File: src/verilog/bmsd_params.svh
`ifndef BMSD_PARAMS_SVH
`define BMSD_PARAMS_SVH

`define BMSD_CFG_ASC_LOADER   4'h0
`define BMSD_CFG_CAN_LOADER   4'h1
`define BMSD_CFG_FLASH        4'h2
`define BMSD_CFG_FLASH_ALT    4'h3
`define BMSD_CFG_EXT_MASTER   4'h4
`define BMSD_CFG_EXT_MST_ALT  4'h5
`define BMSD_CFG_EXT_PART     4'h6
`define BMSD_CFG_EXT_PRT_ALT  4'h7
`define BMSD_CFG_EMULATION    4'h8
`define BMSD_CFG_ASC_ON_CAN   4'hF

`define BMSD_ADDR_LOADER      32'hD4000000
`define BMSD_ADDR_FLASH       32'hA0000000
`define BMSD_ADDR_EXTMEM      32'hA1000000
`define BMSD_ADDR_EMUMEM      32'hAFF00000
`define BMSD_ADDR_EMUSPACE    32'hDE000000
`define BMSD_ADDR_NONE        32'h00000000

`define BMSD_BUS_CFG_OFFSET   32'h00000004

`define BMSD_OPT_WIDTH        3

`endif

File: src/verilog/bmsd_pkg.sv
package bmsd_pkg;

  typedef enum logic [9:0] {
    BMSD_IDLE     = 10'h001,
    BMSD_LOADER1  = 10'h002,
    BMSD_LOADER2  = 10'h004,
    BMSD_LOADER3  = 10'h008,
    BMSD_FLASH    = 10'h010,
    BMSD_EXTMEM   = 10'h020,
    BMSD_EMUMEM   = 10'h040,
    BMSD_EMUSPACE = 10'h080,
    BMSD_TRISTATE = 10'h100,
    BMSD_STOP     = 10'h200
  } bmsd_boot_t;

  typedef struct packed {
    logic       crcCheck;
    logic       busAutoCfg;
    logic       busMaster;
    logic       busParticipant;
    logic       chipSelectZero;
    logic       emulatorChipSelect;
    logic [2:0] fallbackLoader;
  } bmsd_ctrl_t;

endpackage

File: src/verilog/bmsd_capture.sv
`timescale 1ns/1ps
`include "bmsd_params.svh"

module bmsd_capture (
  input  wire logic       clk,
  input  wire logic       rstn,
  input  wire logic       breakInput,
  input  wire logic [3:0] hardwareConfigPins,
  input  wire logic [2:0] port0Pins,
  output logic            captured,
  output logic            breakLevel,
  output logic [3:0]      configCode,
  output logic [2:0]      softwareOptionField
);

  logic doneReg;

  // sample once on the first edge after release; pins may move afterwards
  always_ff @(posedge clk or negedge rstn) begin
    if (!rstn) begin
      doneReg             <= 1'b0;
      breakLevel          <= 1'b0;
      configCode          <= 4'h0;
      softwareOptionField <= 3'h0;
    end else if (!doneReg) begin
      doneReg             <= 1'b1;
      breakLevel          <= breakInput;
      configCode          <= hardwareConfigPins;
      softwareOptionField <= port0Pins;
    end
  end

  assign captured = doneReg;

endmodule

File: src/verilog/bmsd_boot_mode_select_decoder.sv
`timescale 1ns/1ps
`include "bmsd_params.svh"

// Summary of operation
// - break high, code 0000: serial loader 1 on async port, exit D4000000
// - break high, code 0001: serial loader 2 over the CAN pins
// - code 0011: flash alternate boot, crc check, else serial fallback at D4000000
// - code 0100: external memory, bus unit master, chip select 0, exit A1000000
// - code 0101: external alternate boot as master, crc, serial fallback on fail
// - code 0110: external memory, bus unit participant, chip select 0, A1000000
// - code 0111: external alternate boot as participant, crc, serial fallback
// - break high, code 1000: emulation memory AFF00000 if present, else stop loop
// - break high, code 1111: serial loader 3, async protocol on CAN pins
// - any unassigned code for either break level: stop loop
// - break low: 0000 tri-states outputs; 1000 jumps DE000000 via emulator select
// - crc fallback is always serial loader 1; 3-bit option field latched from port 0 pins is only passed out as fallbackLoader
// - external boot modes fetch bus configuration from offset 4 on chip select 0
module bmsd_boot_mode_select_decoder (
  input  wire logic                clk,
  input  wire logic                rstn,
  input  wire logic                breakInput,
  input  wire logic [3:0]          hardwareConfigPins,
  input  wire logic [2:0]          port0Pins,
  input  wire logic                emulationPresent,
  input  wire logic                crcDone,
  input  wire logic                crcPass,
  input  wire logic [31:0]         altHeaderAddr,
  output bmsd_pkg::bmsd_boot_t     bootType,
  output bmsd_pkg::bmsd_ctrl_t     bootCtrl,
  output logic [31:0]              exitJumpAddr,
  output logic [31:0]              busConfigAddr,
  output logic                     tristateChip,
  output logic                     stopLoop,
  output logic                     crcRequest,
  output logic                     bootValid
);

  logic       captured;
  logic       breakLevel;
  logic [3:0] configCode;
  logic [2:0] softwareOptionField;

  bmsd_capture uCapture (
    .clk                 (clk),
    .rstn                (rstn),
    .breakInput          (breakInput),
    .hardwareConfigPins  (hardwareConfigPins),
    .port0Pins           (port0Pins),
    .captured            (captured),
    .breakLevel          (breakLevel),
    .configCode          (configCode),
    .softwareOptionField (softwareOptionField)
  );

  function automatic bmsd_pkg::bmsd_boot_t decodeBoot(input logic brk, input logic [3:0] code, input logic emu);
    bmsd_pkg::bmsd_boot_t t;
    t = bmsd_pkg::BMSD_STOP;
    if (brk) begin
      unique case (code)
        `BMSD_CFG_ASC_LOADER:  t = bmsd_pkg::BMSD_LOADER1;
        `BMSD_CFG_CAN_LOADER:  t = bmsd_pkg::BMSD_LOADER2;
        `BMSD_CFG_FLASH,
        `BMSD_CFG_FLASH_ALT:   t = bmsd_pkg::BMSD_FLASH;
        `BMSD_CFG_EXT_MASTER,
        `BMSD_CFG_EXT_MST_ALT,
        `BMSD_CFG_EXT_PART,
        `BMSD_CFG_EXT_PRT_ALT: t = bmsd_pkg::BMSD_EXTMEM;
        `BMSD_CFG_EMULATION:   t = emu ? bmsd_pkg::BMSD_EMUMEM : bmsd_pkg::BMSD_STOP;
        `BMSD_CFG_ASC_ON_CAN:  t = bmsd_pkg::BMSD_LOADER3;
        default:               t = bmsd_pkg::BMSD_STOP;
      endcase
    end else begin
      unique case (code)
        `BMSD_CFG_ASC_LOADER:  t = bmsd_pkg::BMSD_TRISTATE;
        `BMSD_CFG_EMULATION:   t = bmsd_pkg::BMSD_EMUSPACE;
        default:               t = bmsd_pkg::BMSD_STOP;
      endcase
    end
    return t;
  endfunction

  function automatic logic [31:0] exitAddrOf(input bmsd_pkg::bmsd_boot_t t);
    logic [31:0] a;
    a = `BMSD_ADDR_NONE;
    unique case (t)
      bmsd_pkg::BMSD_LOADER1,
      bmsd_pkg::BMSD_LOADER2,
      bmsd_pkg::BMSD_LOADER3: a = `BMSD_ADDR_LOADER;
      bmsd_pkg::BMSD_FLASH:    a = `BMSD_ADDR_FLASH;
      bmsd_pkg::BMSD_EXTMEM:   a = `BMSD_ADDR_EXTMEM;
      bmsd_pkg::BMSD_EMUMEM:   a = `BMSD_ADDR_EMUMEM;
      bmsd_pkg::BMSD_EMUSPACE: a = `BMSD_ADDR_EMUSPACE;
      default:                 a = `BMSD_ADDR_NONE;
    endcase
    return a;
  endfunction

  // decoding from the held capture plus live emulationPresent, so late strap pin changes never reach the outputs
  wire bmsd_pkg::bmsd_boot_t baseType = decodeBoot(breakLevel, configCode, emulationPresent);
  wire isAlternate = breakLevel && (configCode == `BMSD_CFG_FLASH_ALT || configCode == `BMSD_CFG_EXT_MST_ALT ||
                                    configCode == `BMSD_CFG_EXT_PRT_ALT);
  wire isExternal = (baseType == bmsd_pkg::BMSD_EXTMEM);
  wire isMaster = breakLevel && (configCode == `BMSD_CFG_EXT_MASTER || configCode == `BMSD_CFG_EXT_MST_ALT);
  wire isParticipant = breakLevel && (configCode == `BMSD_CFG_EXT_PART || configCode == `BMSD_CFG_EXT_PRT_ALT);

  bmsd_pkg::bmsd_ctrl_t ctrlNext;
  always_comb begin
    ctrlNext                    = '0;
    ctrlNext.crcCheck           = isAlternate;
    ctrlNext.busAutoCfg         = isExternal;
    ctrlNext.busMaster          = isMaster || (baseType == bmsd_pkg::BMSD_EMUSPACE);
    ctrlNext.busParticipant     = isParticipant;
    ctrlNext.chipSelectZero     = isExternal;
    ctrlNext.emulatorChipSelect = (baseType == bmsd_pkg::BMSD_EMUSPACE);
    ctrlNext.fallbackLoader     = softwareOptionField;
  end

  // alternate boot waits for the crc verdict; a failure drops to the serial loader
  typedef enum logic [2:0] {
    PH_WAIT = 3'h1,
    PH_CRC  = 3'h2,
    PH_DONE = 3'h4
  } bmsd_phase_t;

  bmsd_phase_t phaseReg;
  bmsd_phase_t phaseNext;
  bmsd_pkg::bmsd_boot_t typeNext;
  logic [31:0] addrNext;

  always_comb begin
    phaseNext = phaseReg;
    typeNext  = bootType;
    addrNext  = exitJumpAddr;
    unique case (phaseReg)
      PH_WAIT: begin
        if (captured) begin
          typeNext = baseType;
          addrNext = exitAddrOf(baseType);
          phaseNext = isAlternate ? PH_CRC : PH_DONE;
        end
      end
      PH_CRC: begin
        if (crcDone) begin
          phaseNext = PH_DONE;
          if (crcPass) begin
            addrNext = altHeaderAddr;
          end else begin
            typeNext = bmsd_pkg::BMSD_LOADER1;
            addrNext = `BMSD_ADDR_LOADER;
          end
        end
      end
      PH_DONE: begin
        phaseNext = PH_DONE;
      end
    endcase
  end

  always_ff @(posedge clk or negedge rstn) begin
    if (!rstn) begin
      phaseReg      <= PH_WAIT;
      bootType      <= bmsd_pkg::BMSD_IDLE;
      bootCtrl      <= '0;
      exitJumpAddr  <= `BMSD_ADDR_NONE;
      busConfigAddr <= `BMSD_ADDR_NONE;
      tristateChip  <= 1'b0;
      stopLoop      <= 1'b0;
      crcRequest    <= 1'b0;
      bootValid     <= 1'b0;
    end else begin
      phaseReg      <= phaseNext;
      bootType      <= typeNext;
      exitJumpAddr  <= addrNext;
      bootCtrl      <= captured ? ctrlNext : '0;
      busConfigAddr <= (captured && isExternal) ? `BMSD_BUS_CFG_OFFSET : `BMSD_ADDR_NONE;
      tristateChip  <= (typeNext == bmsd_pkg::BMSD_TRISTATE);
      stopLoop      <= (typeNext == bmsd_pkg::BMSD_STOP);
      crcRequest    <= (phaseNext == PH_CRC);
      bootValid     <= (phaseNext == PH_DONE);
    end
  end

endmodule

File: config.mk
export PLATFORM = sky130hd
export DESIGN_NAME = bmsd_boot_mode_select_decoder
export DESIGN_NICKNAME = d
export VERILOG_FILES = /design/src/verilog/bmsd_pkg.sv /design/src/verilog/bmsd_capture.sv /design/src/verilog/bmsd_boot_mode_select_decoder.sv
export VERILOG_INCLUDE_DIRS = /design/src /design/src/verilog
export SDC_FILE = /design/constraint.sdc
export NUM_CORES = 1
export LEC_CHECK = 0
export BUFFER_PORTS_ARGS = -buffer_cell sky130_fd_sc_hd__buf_2
export CAP_MARGIN = 25
export CORE_MARGIN = 2
export CORE_UTILIZATION = 45
export DETAILED_ROUTE_END_ITERATION = 8
export PLACE_DENSITY = 0.81
export SYNTH_ARGS = -nofsm -noshare
export SYNTH_HDL_FRONTEND = slang
export SYNTH_SLANG_ARGS = --single-unit
File: constraint.sdc
create_clock -name clk -period 3.2 [get_ports clk]
set_input_delay 0.32 -clock clk [delete_from_list [all_inputs] [get_ports clk]]
set_output_delay 0.32 -clock clk [all_outputs]
set_load 0.02 [all_outputs]
==> results of run 1 <==
worst paths after layout:
| check | endpoint | slack (ns) | depth (start not counted) |
|---|---|---|---|
| max | stopLoop$_DFF_PN0_ | 1.11 | 5 |
| min | exitJumpAddr[25]$_DFFE_PN0P_ | 0.04 | 1 |
| max reg2reg | stopLoop$_DFF_PN0_ | 1.11 | 5 |
| min reg2reg | exitJumpAddr[6]$_DFFE_PN0P_ | 0.46 | 2 |
| max in group asynchronous | phaseReg[0]$_DFF_PN1_ | 2.23 | 2 |
| min in group clk | exitJumpAddr[8]$_DFFE_PN0P_ | 0.20 | 3 |
logic make-up (layout without fill, tap and decap cells):
logic type	Yosys count	after routing	share of synthesized area [%]
AO/OA/AOI/OAI	59	59	12.1
flip-flops	66	66	52.5
other	2	32	0.238
buffers and inverters	62	131	11.8
multiplexers	7	7	2.50
AND/OR/NAND/NOR	128	128	20.8
critical path, cell delays in order, from the launching register on:
cell and delay, ns:
dfstp_2 0.66, nand3b_4 0.12, a21oi_1 0.27, o21ai_0 0.19, or4_4 0.53, nor4_2 0.23
sequential cells by signal (all words and copies together), names as in the netlist:
name,flops
bootCtrl,8
bootType,10
bootValid,1
crcRequest,1
exitJumpAddr,32
phaseReg,3
stopLoop,1
tristateChip,1
uCapture.breakLevel,1
uCapture.captured,1
uCapture.configCode,4
uCapture.softwareOptionField,3
area by class of cell:
type	count	area, sq um
inverter	10	37.5
fill	633	2990
tap	96	120
clock buffer	15	186
sequential	66	1650
multi-input combinational	226	1240
clock inverter	1	30.0
timing repair buffer	105	538
synth_stat cells, types with 3 or more instances:
| cell type | instances |
|---|---|
| a21oi_1 | 19 |
| a31oi_1 | 3 |
| and2_1 | 5 |
| buf_2 | 4 |
| buf_4 | 34 |
| clkbuf_1 | 12 |
| dfrtp_1 | 64 |
| inv_1 | 10 |
| mux2_2 | 7 |
| nand2_1 | 53 |
| nand3_1 | 21 |
| nor2_1 | 20 |
| nor3_1 | 3 |
| o211ai_1 | 3 |
| o21a_1 | 3 |
| o21ai_0 | 12 |
through the flow:
stage	setup slack (ns)	util (%)	hold WS, ns	area (sq um)	cells
2_1_floorplan	1.27	-	0.0244	3260	354
6_report	1.11	56.0	0.0403	3800	519
4_1_cts	1.09	56.0	0.0590	3800	519
3_5_place_dp	1.13	52.8	0.424	3590	503
3_3_place_gp	1.21	52.8	0.419	3590	503
5_1_grt	0.961	56.0	0.0931	3800	519
routing by layer:
metal	vias to the layer above	track usage, %	share of wire, %
met5	-	0	0
met4	0	7.13	2.0
met3	11	4.24	5.6
met2	91	29.3	50
met1	1203	25.5	42
li1	1233	-	-
power groups by stage:
stage | sequential, mW | clock (mW) | combinational (mW)
after floorplan | 0.927 | 0 | 0.129
after global placement | 0.908 | 0 | 0.198
after detailed placement | 0.910 | 0 | 0.201
after CTS | 0.894 | 0.758 | 0.202
after global routing | 0.899 | 0.790 | 0.221
final | 0.895 | 0.742 | 0.201
cell usage in the layout, fill, tap and decap left out, types with 7 or more instances in the layout:
master	instances
mux2_2	7
nor2_1	20
nand2_1	53
inv_1	10
a21oi_1	18
nand3_1	21
buf_2	100
dfrtp_1	64
conb_1	32
o21ai_0	12
clkbuf_8	13
==> impl_summary.md, run 1 <==
Status
The run finished with clean final reports.

Power and ir drop
Registers are responsible for around half of the overall power. The internal power is 1.38 mW. The largest voltage drop on the vdd net is 0.249 mV. The switching power is 0.457 mW.

The share of total power dissipated in combinational logic is ~11%. The power share of the clock group is between 40% and 50%. Net switching is between 20% and 30% of the power. The total design power is 1.84 mW.

The analysis attributes to cell leakage a power of 2.01 nW. Dividing total power by cell area gives a power density of slightly below 500 mW/mm^2.

CTS
Hold repair after CTS inserted 0 buffers. The clock latency on the worst-skew pair is 0.34 ns. The CTS buffer count is 9. The TritonCTS clock tree is done.

After clock tree synthesis, the clock-pin slew on the worst setup and hold paths is about 0.06 ns. For this design, the sink count on the clock tree is 66. In this run, post-CTS repair resized a total of 0 instances. The longest clock path from root to sink contains 2 buffers. The clock tree synthesis step divided the H-tree into 3 levels. Buffers added to address setup during post-CTS repair amount to 0. The root buffer selected by CTS is clkbuf_8.

STA
The final-report max-slew violation count is 0. The routed design could run at a clock period as short as 2.09 ns. The setup clock skew after layout is approximately 0.0074 ns.

Measured against its own limit, the worst slew margin works out to 50.8%. Setup repair after global routing left no endpoint under its margin. The total setup violations reported at the end of the flow is 0. The sum of negative setup slack is 0 ns.

Static timing analysis puts the maximum clock frequency at around 480 MHz. The transition time of the tightest slew-check pin is 0.738 ns. Of the available clock period, the critical path in the final layout requires 65.3%. The final hold violation count is 0.

Global routing
The number of global-route vias before repair came to between 2000 and 2500. The maximum number of pins on one net before global-route repair is 35. The initial antenna violation count is 0. The first global-routing pass estimated 11.2 mm of wire. The total overflow left after global routing is 0.

The global-route usage over all layers is 18.7%.

Yosys
By area the synthesized netlist is led by dfrtp_1 (51%), buf_4 (8.1%), nand2_1 (6.3%). The largest total area in the synthesized netlist belongs to dfrtp_1. The synthesized instance count is 324.

The async set or reset register ratio after synthesis is between 90% and 100%. The sequential cell area fraction in the yosys report is 52.5%. For this run, the leading register cell type out of synthesis is dfrtp_1. The number of warnings reported in the yosys synthesis log is 0. The mapped netlist covers 0.00315 sq mm. The synthesized design contains 66 register bits. The count of flip-flops with a built-in enable after synthesis is 0. The fraction of post-synthesis cell area in the top cell type by area is 50.9%. Synthesis instantiated 54 different standard cells from the library.

The average cell area after synthesis is just under 10 sq um.

Worst setup path
The most critical setup path has its startpoint at phaseReg[0]$_DFF_PN1_. The category of the worst setup path launch point is a flip-flop. The setup path with the least slack is of type flip-flop to flip-flop. The largest fanout of any net on the critical path is 12. The data arrival time at the worst-slack endpoint is about 2.3 ns. STA classifies the critical path endpoint as a flip-flop. STA puts the critical path data required time at between 3 and 4 ns. The reg-to-reg startpoint is phaseReg[0]$_DFF_PN1_.

Flow run
The max capacitance violation total is 0.

Worst hold path
The worst hold path belongs to the class input pin to asynchronous set/reset pin.

Floorplan
The placeable core region is 0.00679 sq mm. The number of core rows is 30. The die height is roughly 88 microns. The total die area is approximately 0.0077 sq mm. Once the floorplan was initialized, standard cells occupied between 40% and 50% of the core. The boundary pin count is 132. The die is 87.7 microns wide.

Detailed routing
For this block, the via count after detailed routing is 2538. In this run, the number of DRC markers left after iteration 0 of detailed routing was 190. The detail route stage leaves a number of antenna-violating nets equal to 0. In the routed design, unresolved DRC markers number 0.

Dividing the detail-routed via count by the number of cells gives 4.89. The final routed wire length divided by cell count is 13.8 microns. The detailed-route wire length is 7.16 mm.

For this run, the detailed router's first-pass iteration total came to 5.

Layout
The share of final-layout standard cells stronger than drive strength 1 is 34.0%. For this run, the post-layout net count is 463. The total inserted antenna cells is 0. The synthesis-to-layout area growth is 20.8%.

Placement
The weighted congestion reported at the end of routability-driven placement is just under 0.9. During placement, the flow inserted port buffers numbering 100. The wire-length estimate of the detail-placed layout is 5.29 mm.
Power figures use the tool's default switching activity.
==> run 2: changes to the inputs <==
--- a/config.mk
+++ b/config.mk
@@ -6,12 +6,13 @@
 export SDC_FILE = /design/constraint.sdc
 export NUM_CORES = 1
 export LEC_CHECK = 0
+export ABC_AREA = 1
 export BUFFER_PORTS_ARGS = -buffer_cell sky130_fd_sc_hd__buf_2
 export CAP_MARGIN = 25
 export CORE_MARGIN = 2
-export CORE_UTILIZATION = 45
+export CORE_UTILIZATION = 44
 export DETAILED_ROUTE_END_ITERATION = 8
-export PLACE_DENSITY = 0.81
+export PLACE_DENSITY = 0.82
 export SYNTH_ARGS = -nofsm -noshare
 export SYNTH_HDL_FRONTEND = slang
 export SYNTH_SLANG_ARGS = --single-unit
==> constraint.sdc (replaced) <==
create_clock -name clk -period 1.83 [get_ports clk]
set_input_delay 0.183 -clock clk [delete_from_list [all_inputs] [get_ports clk]]
set_output_delay 0.183 -clock clk [all_outputs]
set_load 0.02 [all_outputs]
==> run 2 against run 1 <==
- non-clock buffer count up 2
- synthesized cell count grew 20%
- clock skew shrank 0.0010 ns
- total power rose by 90%
- count of clock-buffer cells in the layout decreased by 4
- sequential cell count unchanged
- core utilization shrank 1.2 points
==> impl_summary.md, run 2 <==
Layout
The synthesis-to-layout area growth is 21.7% (was 20.8%). The final-layout fill cell count is 677 (was 633). The fraction of the core area covered by cells at the end of the flow is 54.8% (was 56.0%). The area used by multi-input combinational logic is 0.00123 sq mm (was 0.00124 sq mm). The post-layout instance count excluding filler cells came to 596 (was 519). Commonest cells after routing, fill and taps aside: nand2_1 (107), buf_2 (100), dfrtp_1 (64) (was buf_2 (100), dfrtp_1 (64), nand2_1 (53)). The area of all sequential standard cells is 0.00165 sq mm (unchanged). Largest registers in the final layout: exitJumpAddr x32, bootType x10, bootCtrl x8 (unchanged).

The flip-flop count of the largest register after layout is 32 (unchanged). The share of final-layout standard cells stronger than drive strength 1 was 30.0% (was 34.0%). The net total in the final layout came to 537 (was 463).

The total inserted antenna cells came to 0 (unchanged). The most frequent standard cell in the layout excluding fill and tap cells is nand2_1 (was buf_2). The register with the highest flop count is exitJumpAddr (unchanged).

STA
The setup clock skew after layout is 0.00635 ns (was 0.00736 ns). The sum of negative setup slack is 0 ns (unchanged). The final hold violation count is 0 (unchanged).

The transition time of the tightest slew-check pin is 0.591 ns (was 0.738 ns). The total setup violations reported at the end of the flow is 0 (unchanged). The maximum frequency from static timing analysis is 603 MHz (was 479 MHz). The final-report max-slew violation count is 0 (unchanged). The shortest clock period the worst path allows after layout came to 1.66 ns (was 2.09 ns). The normalized max-slew margin is 60.5% (was 50.8%).

The share of the clock period used by the worst path after layout is 90.6% (was 65.3%). Unrepaired setup endpoints after global routing: false (unchanged).

CTS
The number of buffers inserted by post-CTS setup repair came to 0 (unchanged). The clock latency on the worst-skew pair is 0.33 ns (was 0.34 ns). The root buffer selected by CTS is clkbuf_8 (unchanged). The CTS buffer count is 9 (unchanged).

The TritonCTS clock tree is done (unchanged). The clock tree buffer depth is 2 (unchanged). The number of sinks on the clock net is 66 (unchanged). The number of levels in the clock H-tree is 3 (unchanged). The hold buffer count at cts was 1 (was 0).

The post-CTS resize count is 0 (unchanged). The clock transition at the register clock pins on the worst setup and hold paths after CTS is 0.07 ns (was 0.06 ns).

Yosys
The main flop type after synthesis is dfrtp_1 (unchanged). The synthesized instance count was 389 (was 324). The post-synthesis cell type count is 31 (was 54).

The async set or reset register ratio after synthesis was 100% (unchanged). The number of warnings reported in the yosys synthesis log is 0 (unchanged). The number of register bits inferred by synthesis came to 66 (unchanged). The average cell area after synthesis is 8.30 sq um (was 9.72 sq um). The largest area contributor in the synthesized netlist is dfrtp_1 (unchanged).

Top cell types by occurrence after synthesis: nand2_1 (107), dfrtp_1 (64), nor2_1 (39) (was dfrtp_1 (64), nand2_1 (53), buf_4 (34)). The cell with the most instances after synthesis is nand2_1 (was dfrtp_1). Largest cells by area after synthesis: dfrtp_1 (50%), nand2_1 (12%), buf_4 (8.6%) (was dfrtp_1 (51%), buf_4 (8.1%), nand2_1 (6.3%)). The fraction of post-synthesis cell area in the top cell type by area is 49.6% (was 50.9%). The sequential cell area fraction in the yosys report is 51.2% (was 52.5%). The cell area after synthesis is 0.00323 sq mm (was 0.00315 sq mm). The count of flip-flops with a built-in enable after synthesis is 0 (unchanged).

Worst hold path
The type of the worst min-delay path is input pin to flip-flop (was input pin to asynchronous set/reset pin).

Detailed routing
The via total after detailed routing is 2810 (was 2538). The remaining routing DRC violations is 0 (unchanged). The number of nets still failing antenna checks after routing was 0 (unchanged). The detail-routed via count per cell is 4.71 (was 4.89). The number of detailed-routing iterations run before antenna repair was 4 (was 5).

The detailed-route wire length was 7.38 mm (was 7.16 mm). The final routed wire length divided by cell count is 12.4 microns (was 13.8 microns). The number of design-rule violations left by the first detailed-router iteration is 114 (was 190).

Power and ir drop
The cell leakage power came to 2.29 nW (was 2.01 nW). The sequential share of power is 46.5% (was 48.7%). The share of power burned in combinational logic came to 15.2% (was 10.9%).

The internal power is 2.52 mW (was 1.38 mW). The largest voltage drop on the vdd net is 0.523 mV (was 0.249 mV). The switching power is 0.960 mW (was 0.457 mW). The power share of the clock group was 38.4% (was 40.4%).

The cell area power density was 886 mW/mm^2 (was 483 mW/mm^2). The switching power as a share of total power was 27.6% (was 24.9%).

Status
Run status: complete, no violations (unchanged).

Worst setup path
The required time reported for the critical path endpoint was 2.09 ns (was 3.44 ns). The category of the worst setup path launch point was a flip-flop (unchanged). The largest fanout of any net on the critical path is 28 (was 12). The kind of critical path is flip-flop to flip-flop (unchanged).

The category of the worst setup path capture point is a flip-flop (unchanged). The data arrival time at the worst-slack endpoint is 1.92 ns (was 2.33 ns).

Global routing
The initial antenna violation count came to 0 (unchanged). The global-route usage over all layers was 19.0% (was 18.7%). The global-route wire length before repair is 11.6 mm (was 11.2 mm). The maximum number of pins on one net before global-route repair is 67 (was 35).

The aggregate global routing overflow came to 0 (unchanged). The number of global-route vias before repair was 2603 (was 2321).

Flow run
The max capacitance violation total is 0 (unchanged).

Placement
The weighted congestion reported at the end of routability-driven placement came to 0.902 (was 0.869). The estimated wirelength of the detail-placed design is 5.56 mm (was 5.29 mm). The number of cells in the design after placement was 579 (was 503).

The count of port buffers added during placement came to 100 (unchanged).

Floorplan
The number of core rows came to 31 (was 30). The x dimension of the die was 89.7 microns (was 87.7 microns). The effective utilization at floorplan is 45.0% (was 46.4%).

The boundary pin count is 132 (unchanged). The total die area is 0.00804 sq mm (was 0.00768 sq mm). The die height was 89.7 microns (was 87.7 microns). The placeable core region came to 0.00718 sq mm (was 0.00679 sq mm).
[run 2: changes by cell type after synthesis, sizes merged, moves of 7 or more]
cell	delta
nand2	+60
inv	+25
nor2	+22
nand3	+19
clkbuf	-10
mux2	-7
[run 2: power by group through the flow]
stage                     logic (mW)  clock network (mW)  registers (mW)
after floorplan                0.269                   0            1.74
after global placement         0.519                   0            1.64
after detailed placement       0.531                   0            1.65
after CTS                      0.534                1.36            1.62
after global routing           0.597                1.45            1.63
final                          0.529                1.34            1.62
[run 2: path summary, 6_finish.rpt]
check	slack, ns	startpoint	endpoint	depth (start not counted)
worst max-delay path	0.17	phaseReg[2]$_DFF_PN0_	exitJumpAddr[25]$_DFFE_PN0P_	6
worst min-delay path	0.04	port0Pins[2]	uCapture.softwareOptionField[2]$_DFFE_PN0N_	3
worst max register to register	0.17	phaseReg[2]$_DFF_PN0_	exitJumpAddr[25]$_DFFE_PN0P_	6
worst min register to register	0.46	uCapture.softwareOptionField[2]$_DFFE_PN0N_	bootCtrl[2]$_DFF_PN0_	2
max in group asynchronous	1.10	rstn	bootType[0]$_DFF_PN1_	3
min in group asynchronous	0.40	rstn	exitJumpAddr[15]$_DFFE_PN0P_	3
[run 2: routing by layer]
metal	routed length (microns)	track usage [%]	share of wire [%]	vias up
li1	-	-	-	1371
met1	3090	22.8	42	1299
met2	3510	32.0	48	127
met3	662	6.58	9.0	13
met4	116	6.24	1.6	0
met5	0	0	0	-
[run 2: cell type report]
class,instances,area share [%]
clock buffers,11,3.60
clock inverters,5,1.97
inverters,35,3.41
multi-input cells,273,31.3
flip-flops and latches,66,42.1
well taps,99,3.15
repair buffers,107,14.4
[run 2: metrics by stage]
stage | power, mW | hold WS, ns | setup slack (ns) | cell area (sq um)
after CTS | 3.52 | 0.0248 | 0.179 | 3930
after floorplan | 2.01 | -0.113 | 0.421 | 3340
after global placement | 2.16 | 0.223 | 0.260 | 3700
after global routing | 3.68 | 0.0368 | 0.0165 | 3930
final | 3.48 | 0.0372 | 0.172 | 3930
after detailed placement | 2.18 | 0.242 | 0.202 | 3700
[run 2: cells by family (layout without fill, tap and decap cells)]
group	after synthesis	after routing	share of synthesized area, %
buf+inv	80	158	14.1
compound gates	40	40	6.97
flops	66	66	51.2
simple gates	201	201	27.5
other cells	2	32	0.233
[run 2: critical path: stages, from the launching register on]
cell	delay, ns
dfrtp_1	0.40
inv_2	0.11
nand3_2	0.10
buf_4	0.19
nor2_4	0.47
a21oi_1	0.16
a21oi_1	0.14
